File: src/hdl/xpd_map.vh
`ifndef XPD_MAP_VH
`define XPD_MAP_VH

// ==========================================================
// Register byte offsets
`define XPD_OFF_SYSCFG   16'hF000
`define XPD_OFF_SELECT   16'hF024
`define XPD_OFF_STATUS   16'hF02C

// ==========================================================
// Reset values
`define XPD_SELECT_RST   5'h05
`define XPD_GLOBAL_RST   1'b0

// ==========================================================
// Field positions
`define XPD_SEL_W        5
`define XPD_BIT_FIRST_CAN_CTRL     0
`define XPD_BIT_SECOND_CAN_CTRL     1
`define XPD_BIT_EXTENSION_RAM     2
`define XPD_BIT_GRP      3
`define XPD_BIT_PWM      4
`define XPD_BIT_GLOBAL   2
`define XPD_STAT_LOCK    5
`define XPD_STAT_IGN     6
`define XPD_STAT_FREE    8

// ==========================================================
// Route encoding, one bit per target
`define XPD_RT_W         7
`define XPD_RT_FIRST_CAN_CTRL      0
`define XPD_RT_SECOND_CAN_CTRL      1
`define XPD_RT_EXTENSION_RAM      2
`define XPD_RT_GRP       3
`define XPD_RT_PWM       4
`define XPD_RT_EXT       5
`define XPD_RT_BLOCK     6

// ==========================================================
// Address windows
`define XPD_EXTENSION_RAM_LO      24'h008000
`define XPD_EXTENSION_RAM_HI      24'h00BFFF
`define XPD_GRP_LO       24'h00C000
`define XPD_GRP_HI       24'h00C3FF
`define XPD_PWM_LO       24'h00EC00
`define XPD_PWM_HI       24'h00ECFF
`define XPD_SECOND_CAN_CTRL_LO      24'h00EE00
`define XPD_SECOND_CAN_CTRL_HI      24'h00EEFF
`define XPD_FIRST_CAN_CTRL_LO      24'h00EF00
`define XPD_FIRST_CAN_CTRL_HI      24'h00EFFF
`define XPD_XBLK_LO      24'h00EC00
`define XPD_XBLK_HI      24'h00EFFF

`endif

File: src/hdl/xpd_ahb_port.v
`timescale 1ns/100ps
`default_nettype none

// ==========================================================
// AHB-Lite slave front end: writes zero wait, reads one wait
module xpd_ahb_port (
    input  wire        mclk,
    input  wire        arst_n,
    input  wire        clkEn,
    input  wire        hsel,
    input  wire [31:0] haddr,
    input  wire [1:0]  htrans,
    input  wire        hwrite,
    input  wire        hready,
    output reg         wrPend_reg,
    output reg         rdPend_reg,
    output reg  [15:0] regAddr_reg,
    output reg         hreadyout_reg
);

    // Address phase capture and data phase tracking
    always @(posedge mclk or negedge arst_n) begin
        if (!arst_n) begin
            wrPend_reg    <= 1'b0;
            rdPend_reg    <= 1'b0;
            regAddr_reg   <= 16'h0000;
            hreadyout_reg <= 1'b1;
        end else if (clkEn) begin
            wrPend_reg <= 1'b0;
            if (rdPend_reg) begin
                rdPend_reg    <= 1'b0;
                hreadyout_reg <= 1'b1;
            end else if (hsel && htrans[1] && hready) begin
                regAddr_reg   <= haddr[15:0];
                wrPend_reg    <= hwrite;
                rdPend_reg    <= ~hwrite;
                hreadyout_reg <= hwrite;  // Read inserts one wait
            end
        end
    end

endmodule
`default_nettype wire

File: src/hdl/xpd_periph_enable.v
`timescale 1ns/100ps
`default_nettype none
`include "xpd_map.vh"

// Functional notes
// A deselected unit takes no address range, pins or interrupts once enabled.
// Select register at F024h holds five enable bits, bits above read zero.
// First CAN blocked and its two pins freed when its bit is clear.
// First CAN window goes external only if both CANs and PWM are off.
// Second CAN blocked and its two pins freed when its bit is clear.
// Second CAN window goes external only if both CANs and PWM are off.
// Extension RAM off means its accesses are performed externally.
// Timer, port and mux group off means external accesses.
// PWM off is inaccessible, its window external only if both CANs off.
// All three off sends the whole shared window to external memory.
// Select register resets to 05h.
// After the global enable is set the select register never changes.
// A unit is active only when global enable and its own bit are set.
// Select writes after global enable are silently dropped; the code drops them but sets the ignored flag in status bit 6.
module xpd_periph_enable (
    input  wire                  mclk,
    input  wire                  arst_n,
    input  wire                  clkEn,
    input  wire                  hsel,
    input  wire [31:0]           haddr,
    input  wire [1:0]            htrans,
    input  wire                  hwrite,
    input  wire [2:0]            hsize,
    input  wire [31:0]           hwdata,
    input  wire                  hready,
    output wire [31:0]           hrdata,
    output wire                  hreadyout,
    output wire                  hresp,
    input  wire                  cpuReq,
    input  wire [23:0]           cpuAddr,
    output wire                  routeValid,
    output wire [`XPD_RT_W-1:0]  routeSel,
    output wire [4:0]            periphActive,
    output wire [3:0]            portFree
);

    // ==========================================================
    // Lock state machine
    localparam [1:0] ST_OPEN   = 2'b01;
    localparam [1:0] ST_LOCKED = 2'b10;

    // Word indices of the mapped registers, cut to the decoded width
    localparam [15:0] OFF_SYS = `XPD_OFF_SYSCFG;
    localparam [15:0] OFF_SEL = `XPD_OFF_SELECT;
    localparam [15:0] OFF_STA = `XPD_OFF_STATUS;
    localparam [13:0] IDX_SYS = OFF_SYS[15:2];
    localparam [13:0] IDX_SEL = OFF_SEL[15:2];
    localparam [13:0] IDX_STA = OFF_STA[15:2];

    // ==========================================================
    // Declarations
    reg  [1:0]            state_reg;
    reg  [1:0]            state_next;
    reg                   global_reg;
    reg  [4:0]            select_reg;
    reg  [4:0]            select_next;
    reg                   ignored_reg;
    reg                   ignored_next;
    reg  [31:0]           hrdata_reg;
    reg  [31:0]           rdMux;
    reg                   hresp_reg;
    reg  [4:0]            active_reg;
    reg  [3:0]            portFree_reg;
    wire [4:0]            activeNow;
    wire                  wrPend;
    wire                  rdPend;
    wire [15:0]           regAddr;
    wire                  wrSysCfg;
    wire                  wrSelect;
    wire                  rdStatus;
    wire                  frozen;

    // ==========================================================
    // Bus front end
    xpd_ahb_port u_port (
        .mclk          (mclk),
        .arst_n        (arst_n),
        .clkEn         (clkEn),
        .hsel          (hsel),
        .haddr         (haddr),
        .htrans        (htrans),
        .hwrite        (hwrite),
        .hready        (hready),
        .wrPend_reg    (wrPend),
        .rdPend_reg    (rdPend),
        .regAddr_reg   (regAddr),
        .hreadyout_reg (hreadyout)
    );

    // Write and read strobes per register
    assign wrSysCfg = wrPend && (regAddr[15:2] == IDX_SYS);
    assign wrSelect = wrPend && (regAddr[15:2] == IDX_SEL);
    assign rdStatus = rdPend && (regAddr[15:2] == IDX_STA);

    // Select is frozen as soon as global enable is seen
    assign frozen = (state_reg == ST_LOCKED) || global_reg;

    // ==========================================================
    // Lock state: leaves open once, only reset returns
    always @* begin
        case (state_reg)
            ST_OPEN: begin
                if (global_reg) begin
                    state_next = ST_LOCKED;
                end else begin
                    state_next = ST_OPEN;
                end
            end
            ST_LOCKED: begin
                state_next = ST_LOCKED;
            end
            default: begin
                state_next = ST_LOCKED;
            end
        endcase
    end

    // ==========================================================
    // Select register next value
    always @* begin
        select_next  = select_reg;
        ignored_next = ignored_reg;
        if (rdStatus) begin
            ignored_next = 1'b0;  // Flag clears when status is read
        end
        if (wrSelect) begin
            if (frozen) begin
                ignored_next = 1'b1;
            end else begin
                select_next = hwdata[4:0];
            end
        end
    end

    // ==========================================================
    // Configuration registers
    always @(posedge mclk or negedge arst_n) begin
        if (!arst_n) begin
            state_reg   <= ST_OPEN;
            global_reg  <= `XPD_GLOBAL_RST;
            select_reg  <= `XPD_SELECT_RST;
            ignored_reg <= 1'b0;
        end else if (clkEn) begin
            state_reg   <= state_next;
            select_reg  <= select_next;
            ignored_reg <= ignored_next;
            if (wrSysCfg) begin
                global_reg <= hwdata[`XPD_BIT_GLOBAL];
            end
        end
    end

    // ==========================================================
    // Per-unit activity from global enable and select bit
    genvar gi;
    generate
        for (gi = 0; gi < `XPD_SEL_W; gi = gi + 1) begin : g_act
            assign activeNow[gi] = global_reg & select_reg[gi];
        end
    endgenerate

    // ==========================================================
    // Activity and pin release outputs
    always @(posedge mclk or negedge arst_n) begin
        if (!arst_n) begin
            active_reg   <= 5'h00;
            portFree_reg <= 4'hF;
        end else if (clkEn) begin
            active_reg <= activeNow;
            // Index 0..3 stands for port pins 4.4 to 4.7
            portFree_reg[0] <= ~activeNow[`XPD_BIT_SECOND_CAN_CTRL];
            portFree_reg[1] <= ~activeNow[`XPD_BIT_FIRST_CAN_CTRL];
            portFree_reg[2] <= ~activeNow[`XPD_BIT_FIRST_CAN_CTRL];
            portFree_reg[3] <= ~activeNow[`XPD_BIT_SECOND_CAN_CTRL];
        end
    end

    // ==========================================================
    // Access routing
    xpd_window_decode u_dec (
        .mclk           (mclk),
        .arst_n         (arst_n),
        .clkEn          (clkEn),
        .reqValid       (cpuReq),
        .reqAddr        (cpuAddr),
        .active         (activeNow),
        .routeValid_reg (routeValid),
        .routeSel_reg   (routeSel)
    );

    // ==========================================================
    // Read data mux, unmapped offsets read zero
    always @* begin
        rdMux = 32'h00000000;
        case (regAddr[15:2])
            IDX_SYS: begin
                rdMux[`XPD_BIT_GLOBAL] = global_reg;
            end
            IDX_SEL: begin
                rdMux[4:0] = select_reg;
            end
            IDX_STA: begin
                rdMux[4:0] = activeNow;
                rdMux[`XPD_STAT_LOCK] = frozen;
                rdMux[`XPD_STAT_IGN] = ignored_reg;
                rdMux[`XPD_STAT_FREE +: 4] = portFree_reg;
            end
            default: begin
                rdMux = 32'h00000000;
            end
        endcase
    end

    // Read data and response registers
    always @(posedge mclk or negedge arst_n) begin
        if (!arst_n) begin
            hrdata_reg <= 32'h00000000;
            hresp_reg  <= 1'b0;
        end else if (clkEn) begin
            hresp_reg <= 1'b0;  // Always OKAY
            if (rdPend) begin
                hrdata_reg <= rdMux;
            end
        end
    end

    // ==========================================================
    // Output drive
    assign hrdata       = hrdata_reg;
    assign hresp        = hresp_reg;
    assign periphActive = active_reg;
    assign portFree     = portFree_reg;

endmodule
`default_nettype wire

File: src/hdl/xpd_window_decode.v
`timescale 1ns/100ps
`default_nettype none
`include "xpd_map.vh"

// ==========================================================
// Registered routing of one extension-bus access
module xpd_window_decode (
    input  wire                  mclk,
    input  wire                  arst_n,
    input  wire                  clkEn,
    input  wire                  reqValid,
    input  wire [23:0]           reqAddr,
    input  wire [4:0]            active,
    output reg                   routeValid_reg,
    output reg  [`XPD_RT_W-1:0]  routeSel_reg
);

    reg [`XPD_RT_W-1:0] routeSel_next;
    reg                 inCan1;
    reg                 inCan2;
    reg                 inPwm;
    reg                 inXram;
    reg                 inGrp;
    reg                 inXblk;
    reg                 blkAll;

    // Window match and target choice
    always @* begin
        inCan1 = (reqAddr >= `XPD_FIRST_CAN_CTRL_LO) && (reqAddr <= `XPD_FIRST_CAN_CTRL_HI);
        inCan2 = (reqAddr >= `XPD_SECOND_CAN_CTRL_LO) && (reqAddr <= `XPD_SECOND_CAN_CTRL_HI);
        inPwm  = (reqAddr >= `XPD_PWM_LO) && (reqAddr <= `XPD_PWM_HI);
        inXram = (reqAddr >= `XPD_EXTENSION_RAM_LO) && (reqAddr <= `XPD_EXTENSION_RAM_HI);
        inGrp  = (reqAddr >= `XPD_GRP_LO) && (reqAddr <= `XPD_GRP_HI);
        inXblk = (reqAddr >= `XPD_XBLK_LO) && (reqAddr <= `XPD_XBLK_HI);
        blkAll = ~active[`XPD_BIT_FIRST_CAN_CTRL] & ~active[`XPD_BIT_SECOND_CAN_CTRL]
               & ~active[`XPD_BIT_PWM];
        routeSel_next = {`XPD_RT_W{1'b0}};
        routeSel_next[`XPD_RT_FIRST_CAN_CTRL] = inCan1 & active[`XPD_BIT_FIRST_CAN_CTRL];
        routeSel_next[`XPD_RT_SECOND_CAN_CTRL] = inCan2 & active[`XPD_BIT_SECOND_CAN_CTRL];
        routeSel_next[`XPD_RT_PWM]  = inPwm & active[`XPD_BIT_PWM];
        routeSel_next[`XPD_RT_EXTENSION_RAM] = inXram & active[`XPD_BIT_EXTENSION_RAM];
        routeSel_next[`XPD_RT_GRP]  = inGrp & active[`XPD_BIT_GRP];
        // External only for disabled units, shared window only if all off
        routeSel_next[`XPD_RT_EXT]  = (inXram & ~active[`XPD_BIT_EXTENSION_RAM])
                                    | (inGrp & ~active[`XPD_BIT_GRP])
                                    | (inXblk & blkAll);  // see R4
        // Inside the shared window but nobody may answer
        routeSel_next[`XPD_RT_BLOCK] = inXblk & ~blkAll
                                     & ~routeSel_next[`XPD_RT_FIRST_CAN_CTRL]
                                     & ~routeSel_next[`XPD_RT_SECOND_CAN_CTRL]
                                     & ~routeSel_next[`XPD_RT_PWM];
    end

    // Route register
    always @(posedge mclk or negedge arst_n) begin
        if (!arst_n) begin
            routeValid_reg <= 1'b0;
            routeSel_reg   <= {`XPD_RT_W{1'b0}};
        end else if (clkEn) begin
            routeValid_reg <= reqValid;
            routeSel_reg   <= reqValid ? routeSel_next : {`XPD_RT_W{1'b0}};
        end
    end

endmodule
`default_nettype wire
File: config.mk
export PLATFORM = sky130hd
export DESIGN_NAME = xpd_periph_enable
export DESIGN_NICKNAME = d
export VERILOG_FILES = /design/src/hdl/xpd_ahb_port.v /design/src/hdl/xpd_periph_enable.v /design/src/hdl/xpd_window_decode.v
export VERILOG_INCLUDE_DIRS = /design/src /design/src/hdl
export SDC_FILE = /design/constraint.sdc
export NUM_CORES = 1
export LEC_CHECK = 0
export BUFFER_PORTS_ARGS = -buffer_cell sky130_fd_sc_hd__buf_2
export CORE_MARGIN = 2
export CORE_UTILIZATION = 44
export CTS_BUF_LIST = sky130_fd_sc_hd__clkbuf_4 sky130_fd_sc_hd__clkbuf_8
export CTS_CLUSTER_SIZE = 14
export DETAILED_ROUTE_END_ITERATION = 10
export PLACE_DENSITY = 0.91
export SYNTH_ARGS = -nofsm -noshare
export SYNTH_HDL_FRONTEND = slang
export SYNTH_SLANG_ARGS = --single-unit
File: constraint.sdc
create_clock -name mclk -period 2.45 [get_ports mclk]
set_clock_uncertainty 0.15 [all_clocks]
set_input_delay 0.245 -clock mclk [delete_from_list [all_inputs] [get_ports mclk]]
set_output_delay 0.245 -clock mclk [all_outputs]
set_load 0.005 [all_outputs]
==> impl_metrics.json, run 1 <==
{
  "synth_compound_area_share_pct": 11.46,
  "power_frac_seq_pct": 55.0,
  "final-max-slew-violation-count": 0,
  "finalCriticalPeriod_ps": 2269,
  "start_util_pct": 46.01,
  "synthesis.area_um2": 2380,
  "yosys.area_share.xor_xnor_pct": 0,
  "final_layout_size_suffix_gt1_share_pct": 42.65,
  "synth_top_family_by_area": "buffers and inverters",
  "synth_seq_cells": 50,
  "holdCritPathClass": "input pin to register",
  "worstPathMaxFanout": 5,
  "yosysSeqAreaShare_pct": 52.89,
  "crit_slowest_cell": "or4_4",
  "cp.arrival_ps": 2300,
  "largest_register_ffs": 14,
  "cts_tree": "done",
  "tns_ps": 0,
  "overflow": 0,
  "synthArstFlopShare_pct": 100.0,
  "row_count": 26,
  "clock-sinks": 50,
  "p_per_area_nw_per_um2": 589.5,
  "chipWidth_um": 77.55,
  "rsz0062_at_grt": "no",
  "slew_headroom_pct": 63.51,
  "post-synth-top-count-cell": "dfrtp_1",
  "worstPathRequired_ps": 2480,
  "synthDistinctLibCells": 40,
  "netSwitchingPower_w": 0.0003721,
  "htreeDepth": 2,
  "gp_congestion": 0.7996,
  "timing.reg2reg.setup_slack_ps": 180,
  "wl_per_cell_um": 12.87,
  "clock-root-buffer": "clkbuf_8",
  "antenna_found_initial": 0,
  "synth_area_leader_cell": "dfrtp_1",
  "drc_errors": 0,
  "power_leakage_nw": 1.387,
  "ys_top_cells_by_count": "dfrtp_1, buf_4, mux2_2",
  "grt_pass1_vias": 1645,
  "portBuffers": 71,
  "syn_avg_cell_area_um2": 11.61,
  "placed_area_um2": 2714,
  "cp_num_buf_inv": 0,
  "antenna_cells": 0,
  "num_vias": 1718,
  "maxCapViolations": 0,
  "grt_pass1_wl_um": 7721,
  "grt_use_total_pct": 16.30,
  "synth_simple_gate_area_share_pct": 12.04,
  "synth_ff_type": "dfrtp_1",
  "synth_area_leaders": "dfrtp_1, mux2_2, buf_4",
  "insertion_delay_ps": 290,
  "wirelength_um": 4493,
  "crit_family": "simple AND/OR/NAND/NOR gates",
  "syn_to_final_growth_pct": 19.24,
  "outcome": "finished, final reports clean",
  "yosysTopAreaCellShare_pct": 46.27,
  "drtIter0Drc": 51,
  "via_per_inst": 4.923,
  "ys_warn_count": 0,
  "setup_violations": 0,
  "grt_max_degree": 24,
  "synthAdderAreaFrac_pct": 0,
  "max_stage_delay_ps": 540,
  "final_util_pct": 54.86,
  "fin_nets": 378,
  "ctsResizeCount": 0,
  "p_int_w": 0.001301,
  "max_freq_ghz": 0.4407,
  "finalInstanceArea_um2": 2838,
  "first_pass_iters": 4,
  "worst_slew_pin_slew_ps": 546.0,
  "power.clock.fraction_pct": 34.8,
  "io_pins": 151,
  "fp.dieArea_um2": 6013,
  "syn_inst": 205,
  "finalHoldViolCount": 0,
  "clkTransAtPathRegs_ps": 80,
  "cts-buffers-inserted": 5,
  "synthMuxAreaShare_pct": 11.30,
  "swShare_pct": 22.24,
  "ir_drop_uv": 433.0,
  "antenna_left": 0,
  "hpwl_um": 3520,
  "combPwrFrac_pct": 10.1,
  "criticalPathCategory": "register to register",
  "die_h_um": 77.55,
  "cts.path.max_buffers": 2,
  "min_period_over_period_pct": 92.61,
  "synth_edf_count": 0,
  "worstPathCellList": "or4_4 > or3_4 > nor4_1 > mux2_1",
  "core_um2": 5172,
  "critPathCaptureType": "register",
  "cp-start-kind": "register"
}
==> repair_timing <==
item,in CTS,in global routing
endpoints found under the hold margin,44,0
setup buffers,0,0
hold buffers,1,0
==> worst paths after layout <==
check / startpoint / endpoint / cells past startpoint
setup / recovery: u_port.regAddr_reg[7] / global_reg / 4
hold reg to reg: u_port.regAddr_reg[13] / u_port.regAddr_reg[13] / 1
hold / removal: haddr[13] / u_port.regAddr_reg[13] / 2
setup reg to reg: u_port.regAddr_reg[7] / global_reg / 4
max in group asynchronous: arst_n / portFree[0] / 3
min in group asynchronous: arst_n / u_port.regAddr_reg[4] / 2
==> power groups by stage <==
stage	logic (W)	clock network, W	registers (W)
floorplan	0.000127	0	0.000925
global placement	0.000164	0	0.000932
detailed placement	0.000171	0	0.000938
CTS	0.000173	0.000599	0.000921
global route	0.000193	0.000632	0.000931
finish	0.000170	0.000582	0.000921
==> final cells by class <==
cell class              count  area, um^2
clock buffers               7       83.83
flip-flops and latches     50        1259
well taps                  70       87.58
clock inverters             1       30.03
repair buffers             77       402.9
fillers                   476        2335
inverters                  17       63.81
multi-input cells         127       910.9
==> cell usage in the layout, fill, tap and decap left out, drive strengths merged <==
cell / netlist / layout
buf: 28 / 76
dfrtp: 44 / 44
mux2: 23 / 23
conb: 1 / 22
inv: 17 / 17
nand3: 10 / 10
o21ai: 10 / 10
a22o: 8 / 8
clkbuf: 4 / 7
dfstp: 6 / 6
nor4: 6 / 6
nor2: 5 / 5
nand2: 5 / 5
o22ai: 5 / 5
nand2b: 4 / 4
o21a: 3 / 3
nand4: 3 / 3
or4: 2 / 2
nand4b: 2 / 2
nand3b: 2 / 2
a21o: 2 / 2
a21oi: 2 / 2
and2: 1 / 1
or3b: 1 / 1
or3: 1 / 1
a2111oi: 1 / 1
and3: 1 / 1
o32ai: 1 / 1
or4b: 1 / 1
o22a: 1 / 1
o31ai: 1 / 1
o31a: 1 / 1
nor3: 1 / 1
a221oi: 1 / 1
mux2i: 1 / 1
bufinv: 0 / 1
dlygate4sd3: 0 / 1
==> per-stage QoR <==
stage	hold slack [ps]	total power, W	worst slack [ps]	cells
finish	26.78	0.001673	181.1	349
global route	10.79	0.001757	39.56	349
CTS	17.35	0.001693	172.3	349
detailed placement	-44.00	0.001109	182.3	340
global placement	-45.28	0.001096	179.0	340
floorplan	-200.6	0.001052	272.0	226
==> layer usage <==
metal,wire length [um],part of all wire (%),vias up,track usage (%)
li1,-,-,821,-
met1,2022,45,813,22.05
met2,2087,46,77,25.13
met3,323,7.2,7,4.651
met4,59,1.3,0,5.714
met5,0,0,-,0
==> cells by family after synthesis <==
group                  Yosys count
flip-flops                      50
buffers and inverters           49
AND/OR/NAND/NOR                 45
AO/OA/AOI/OAI                   36
multiplexers                    24
other                            1
Power figures use the tool's default switching activity.
==> inputs of run 2 (changes only) <==
--- a/config.mk
+++ b/config.mk
@@ -12,7 +12,7 @@
 export CTS_BUF_LIST = sky130_fd_sc_hd__clkbuf_4 sky130_fd_sc_hd__clkbuf_8
 export CTS_CLUSTER_SIZE = 14
 export DETAILED_ROUTE_END_ITERATION = 10
-export PLACE_DENSITY = 0.91
+export PLACE_DENSITY = 0.89
 export SYNTH_ARGS = -nofsm -noshare
 export SYNTH_HDL_FRONTEND = slang
 export SYNTH_SLANG_ARGS = --single-unit
==> run 2 against run 1 <==
Compared with the run above: sequential share of layout area unchanged; utilization unchanged; via count unchanged; clock power about the same; largest cell class unchanged.
==> impl_metrics.json, run 2 (synthesis gave the netlist of run 1 again) <==
{
  "outcome": "finished, final reports clean",
  "power_frac_seq_pct": 55.1,
  "tns_ps": 0,
  "use_met2_pct": 25.57,
  "final-max-slew-violation-count": 0,
  "crit_family": "simple AND/OR/NAND/NOR gates",
  "final_layout_size_suffix_gt1_share_pct": 42.65,
  "hold_ws_ps": 18.42,
  "portBuffers": 71,
  "worstPathMaxFanout": 5,
  "wl_per_cell_um": 13.18,
  "drc_errors": 0,
  "critPathCaptureType": "register",
  "swShare_pct": 22.88,
  "mostFrequentLayoutCells": "buf_2, dfrtp_1, mux2_2, conb_1, inv_1",
  "first_pass_iters": 4,
  "rsz0062_at_grt": "no",
  "cts_tree": "done",
  "clock-root-buffer": "clkbuf_8",
  "grt_max_degree": 24,
  "gp_congestion": 0.7817,
  "holdCritPathClass": "input pin to register",
  "power_leakage_nw": 1.383,
  "clkTransAtPathRegs_ps": 90,
  "netSwitchingPower_w": 0.0003824,
  "overflow": 0,
  "antenna_cells": 0,
  "io_pins": 151,
  "criticalPathCategory": "register to register",
  "grt_pass1_vias": 1680,
  "fp.dieArea_um2": 6013,
  "cts-buffers-inserted": 5,
  "clock-sinks": 50,
  "grt_use_total_pct": 16.32,
  "cp-start-kind": "register",
  "row_count": 26,
  "via_per_inst": 4.923,
  "power.clock.fraction_pct": 34.7,
  "ctsResizeCount": 0,
  "drtIter0Drc": 46,
  "max_stage_delay_ps": 540,
  "p_per_area_nw_per_um2": 588.8,
  "start_util_pct": 46.01,
  "worst_slew_pin_slew_ps": 551.8,
  "syn_to_final_growth_pct": 19.24,
  "largest_register_ffs": 14,
  "core_um2": 5172,
  "cp.arrival_ps": 2330,
  "worstPathCellList": "or4_4 > or3_4 > nor4_1 > mux2_1",
  "fin_nets": 378,
  "p_int_w": 0.001289,
  "slew_headroom_pct": 63.12,
  "min_period_over_period_pct": 93.65,
  "worstPathRequired_ps": 2490,
  "combPwrFrac_pct": 10.2,
  "hpwl_um": 3543,
  "insertion_delay_ps": 300,
  "wirelength_um": 4601,
  "htreeDepth": 2,
  "grt_pass1_wl_um": 7707,
  "layout_commonest_cell": "buf_2",
  "ir_drop_uv": 427.7,
  "finalCriticalPeriod_ps": 2294,
  "maxCapViolations": 0,
  "cp_num_buf_inv": 0,
  "grtUsageMet1_pct": 21.58,
  "top_usage_layer": "met2",
  "antenna_left": 0,
  "crit_slowest_cell": "or4_4",
  "chipWidth_um": 77.55,
  "max_freq_ghz": 0.4359,
  "num_vias": 1718,
  "cts.path.max_buffers": 2,
  "met3_usage_pct": 4.884,
  "setup_violations": 0,
  "pre_cts_slack_ps": 161.2,
  "finalHoldViolCount": 0,
  "antenna_found_initial": 0,
  "fin_ws_ps": 155.7,
  "die_h_um": 77.55
}
## run 2: changes by cell type in the layout (fill, tap and decap cells not counted)
cell        delta
clkbuf_4       -1
clkinvlp_4     +1
## run 2: through the flow
step           instances  total power [W]  utilization [%]  area [um^2]
6_report             349         0.001671            54.86         2838
5_1_grt              349         0.001759            54.86         2838
3_3_place_gp         340         0.001097            52.47         2714
3_5_place_dp         340         0.001109            52.47         2714
4_1_cts              349         0.001691            54.86         2838
2_1_floorplan        226         0.001052                -         2459
## run 2: repair_timing
item                       CTS  global route
hold buffers                 1             0
setup endpoints to repair    0             0
setup buffers                0             0
hold endpoints to repair    16             0
## run 2: layer usage
metal  up-vias  routed length (um)
li1        824                   -
met1       803                1996
met2        83                2120
met3         8                 396
met4         0                  87
met5         -                   0
## run 2: worst reg2reg max path, cell delays in order (launching register included)
cell	delay, ps
dfrtp_1	390
or4_4	540
or3_4	450
nor4_1	280
mux2_1	370
## run 2: final timing paths
kind	from	slack [ps]	end	depth (start not counted)
min in group asynchronous	arst_n	280	hrdata[4]	2
max in group asynchronous	arst_n	1190	u_port.hreadyout_reg	3
worst max register to register	u_port.regAddr_reg[7]	160	global_reg	4
worst min-delay path	haddr[10]	20	u_port.regAddr_reg[10]	2
worst min register to register	hrdata[3]	360	hrdata[3]	1
worst max-delay path	u_port.regAddr_reg[7]	160	global_reg	4
## run 2: power groups by stage
stage | combinational [W] | clock (W) | sequential [W]
after floorplan | 0.000127 | 0 | 0.000925
after global placement | 0.000164 | 0 | 0.000932
after detailed placement | 0.000172 | 0 | 0.000937
after CTS | 0.000173 | 0.000597 | 0.000921
after global routing | 0.000191 | 0.000638 | 0.000930
final | 0.000170 | 0.000580 | 0.000921
## run 2: final cells by class
| class | count | area, um^2 |
|---|---|---|
| inverters | 17 | 63.81 |
| fillers | 462 | 2335 |
| repair buffers | 77 | 402.9 |
| flip-flops and latches | 50 | 1259 |
| clock buffers | 6 | 76.32 |
| multi-input cells | 127 | 910.9 |
| clock inverters | 2 | 37.54 |
| well taps | 70 | 87.58 |
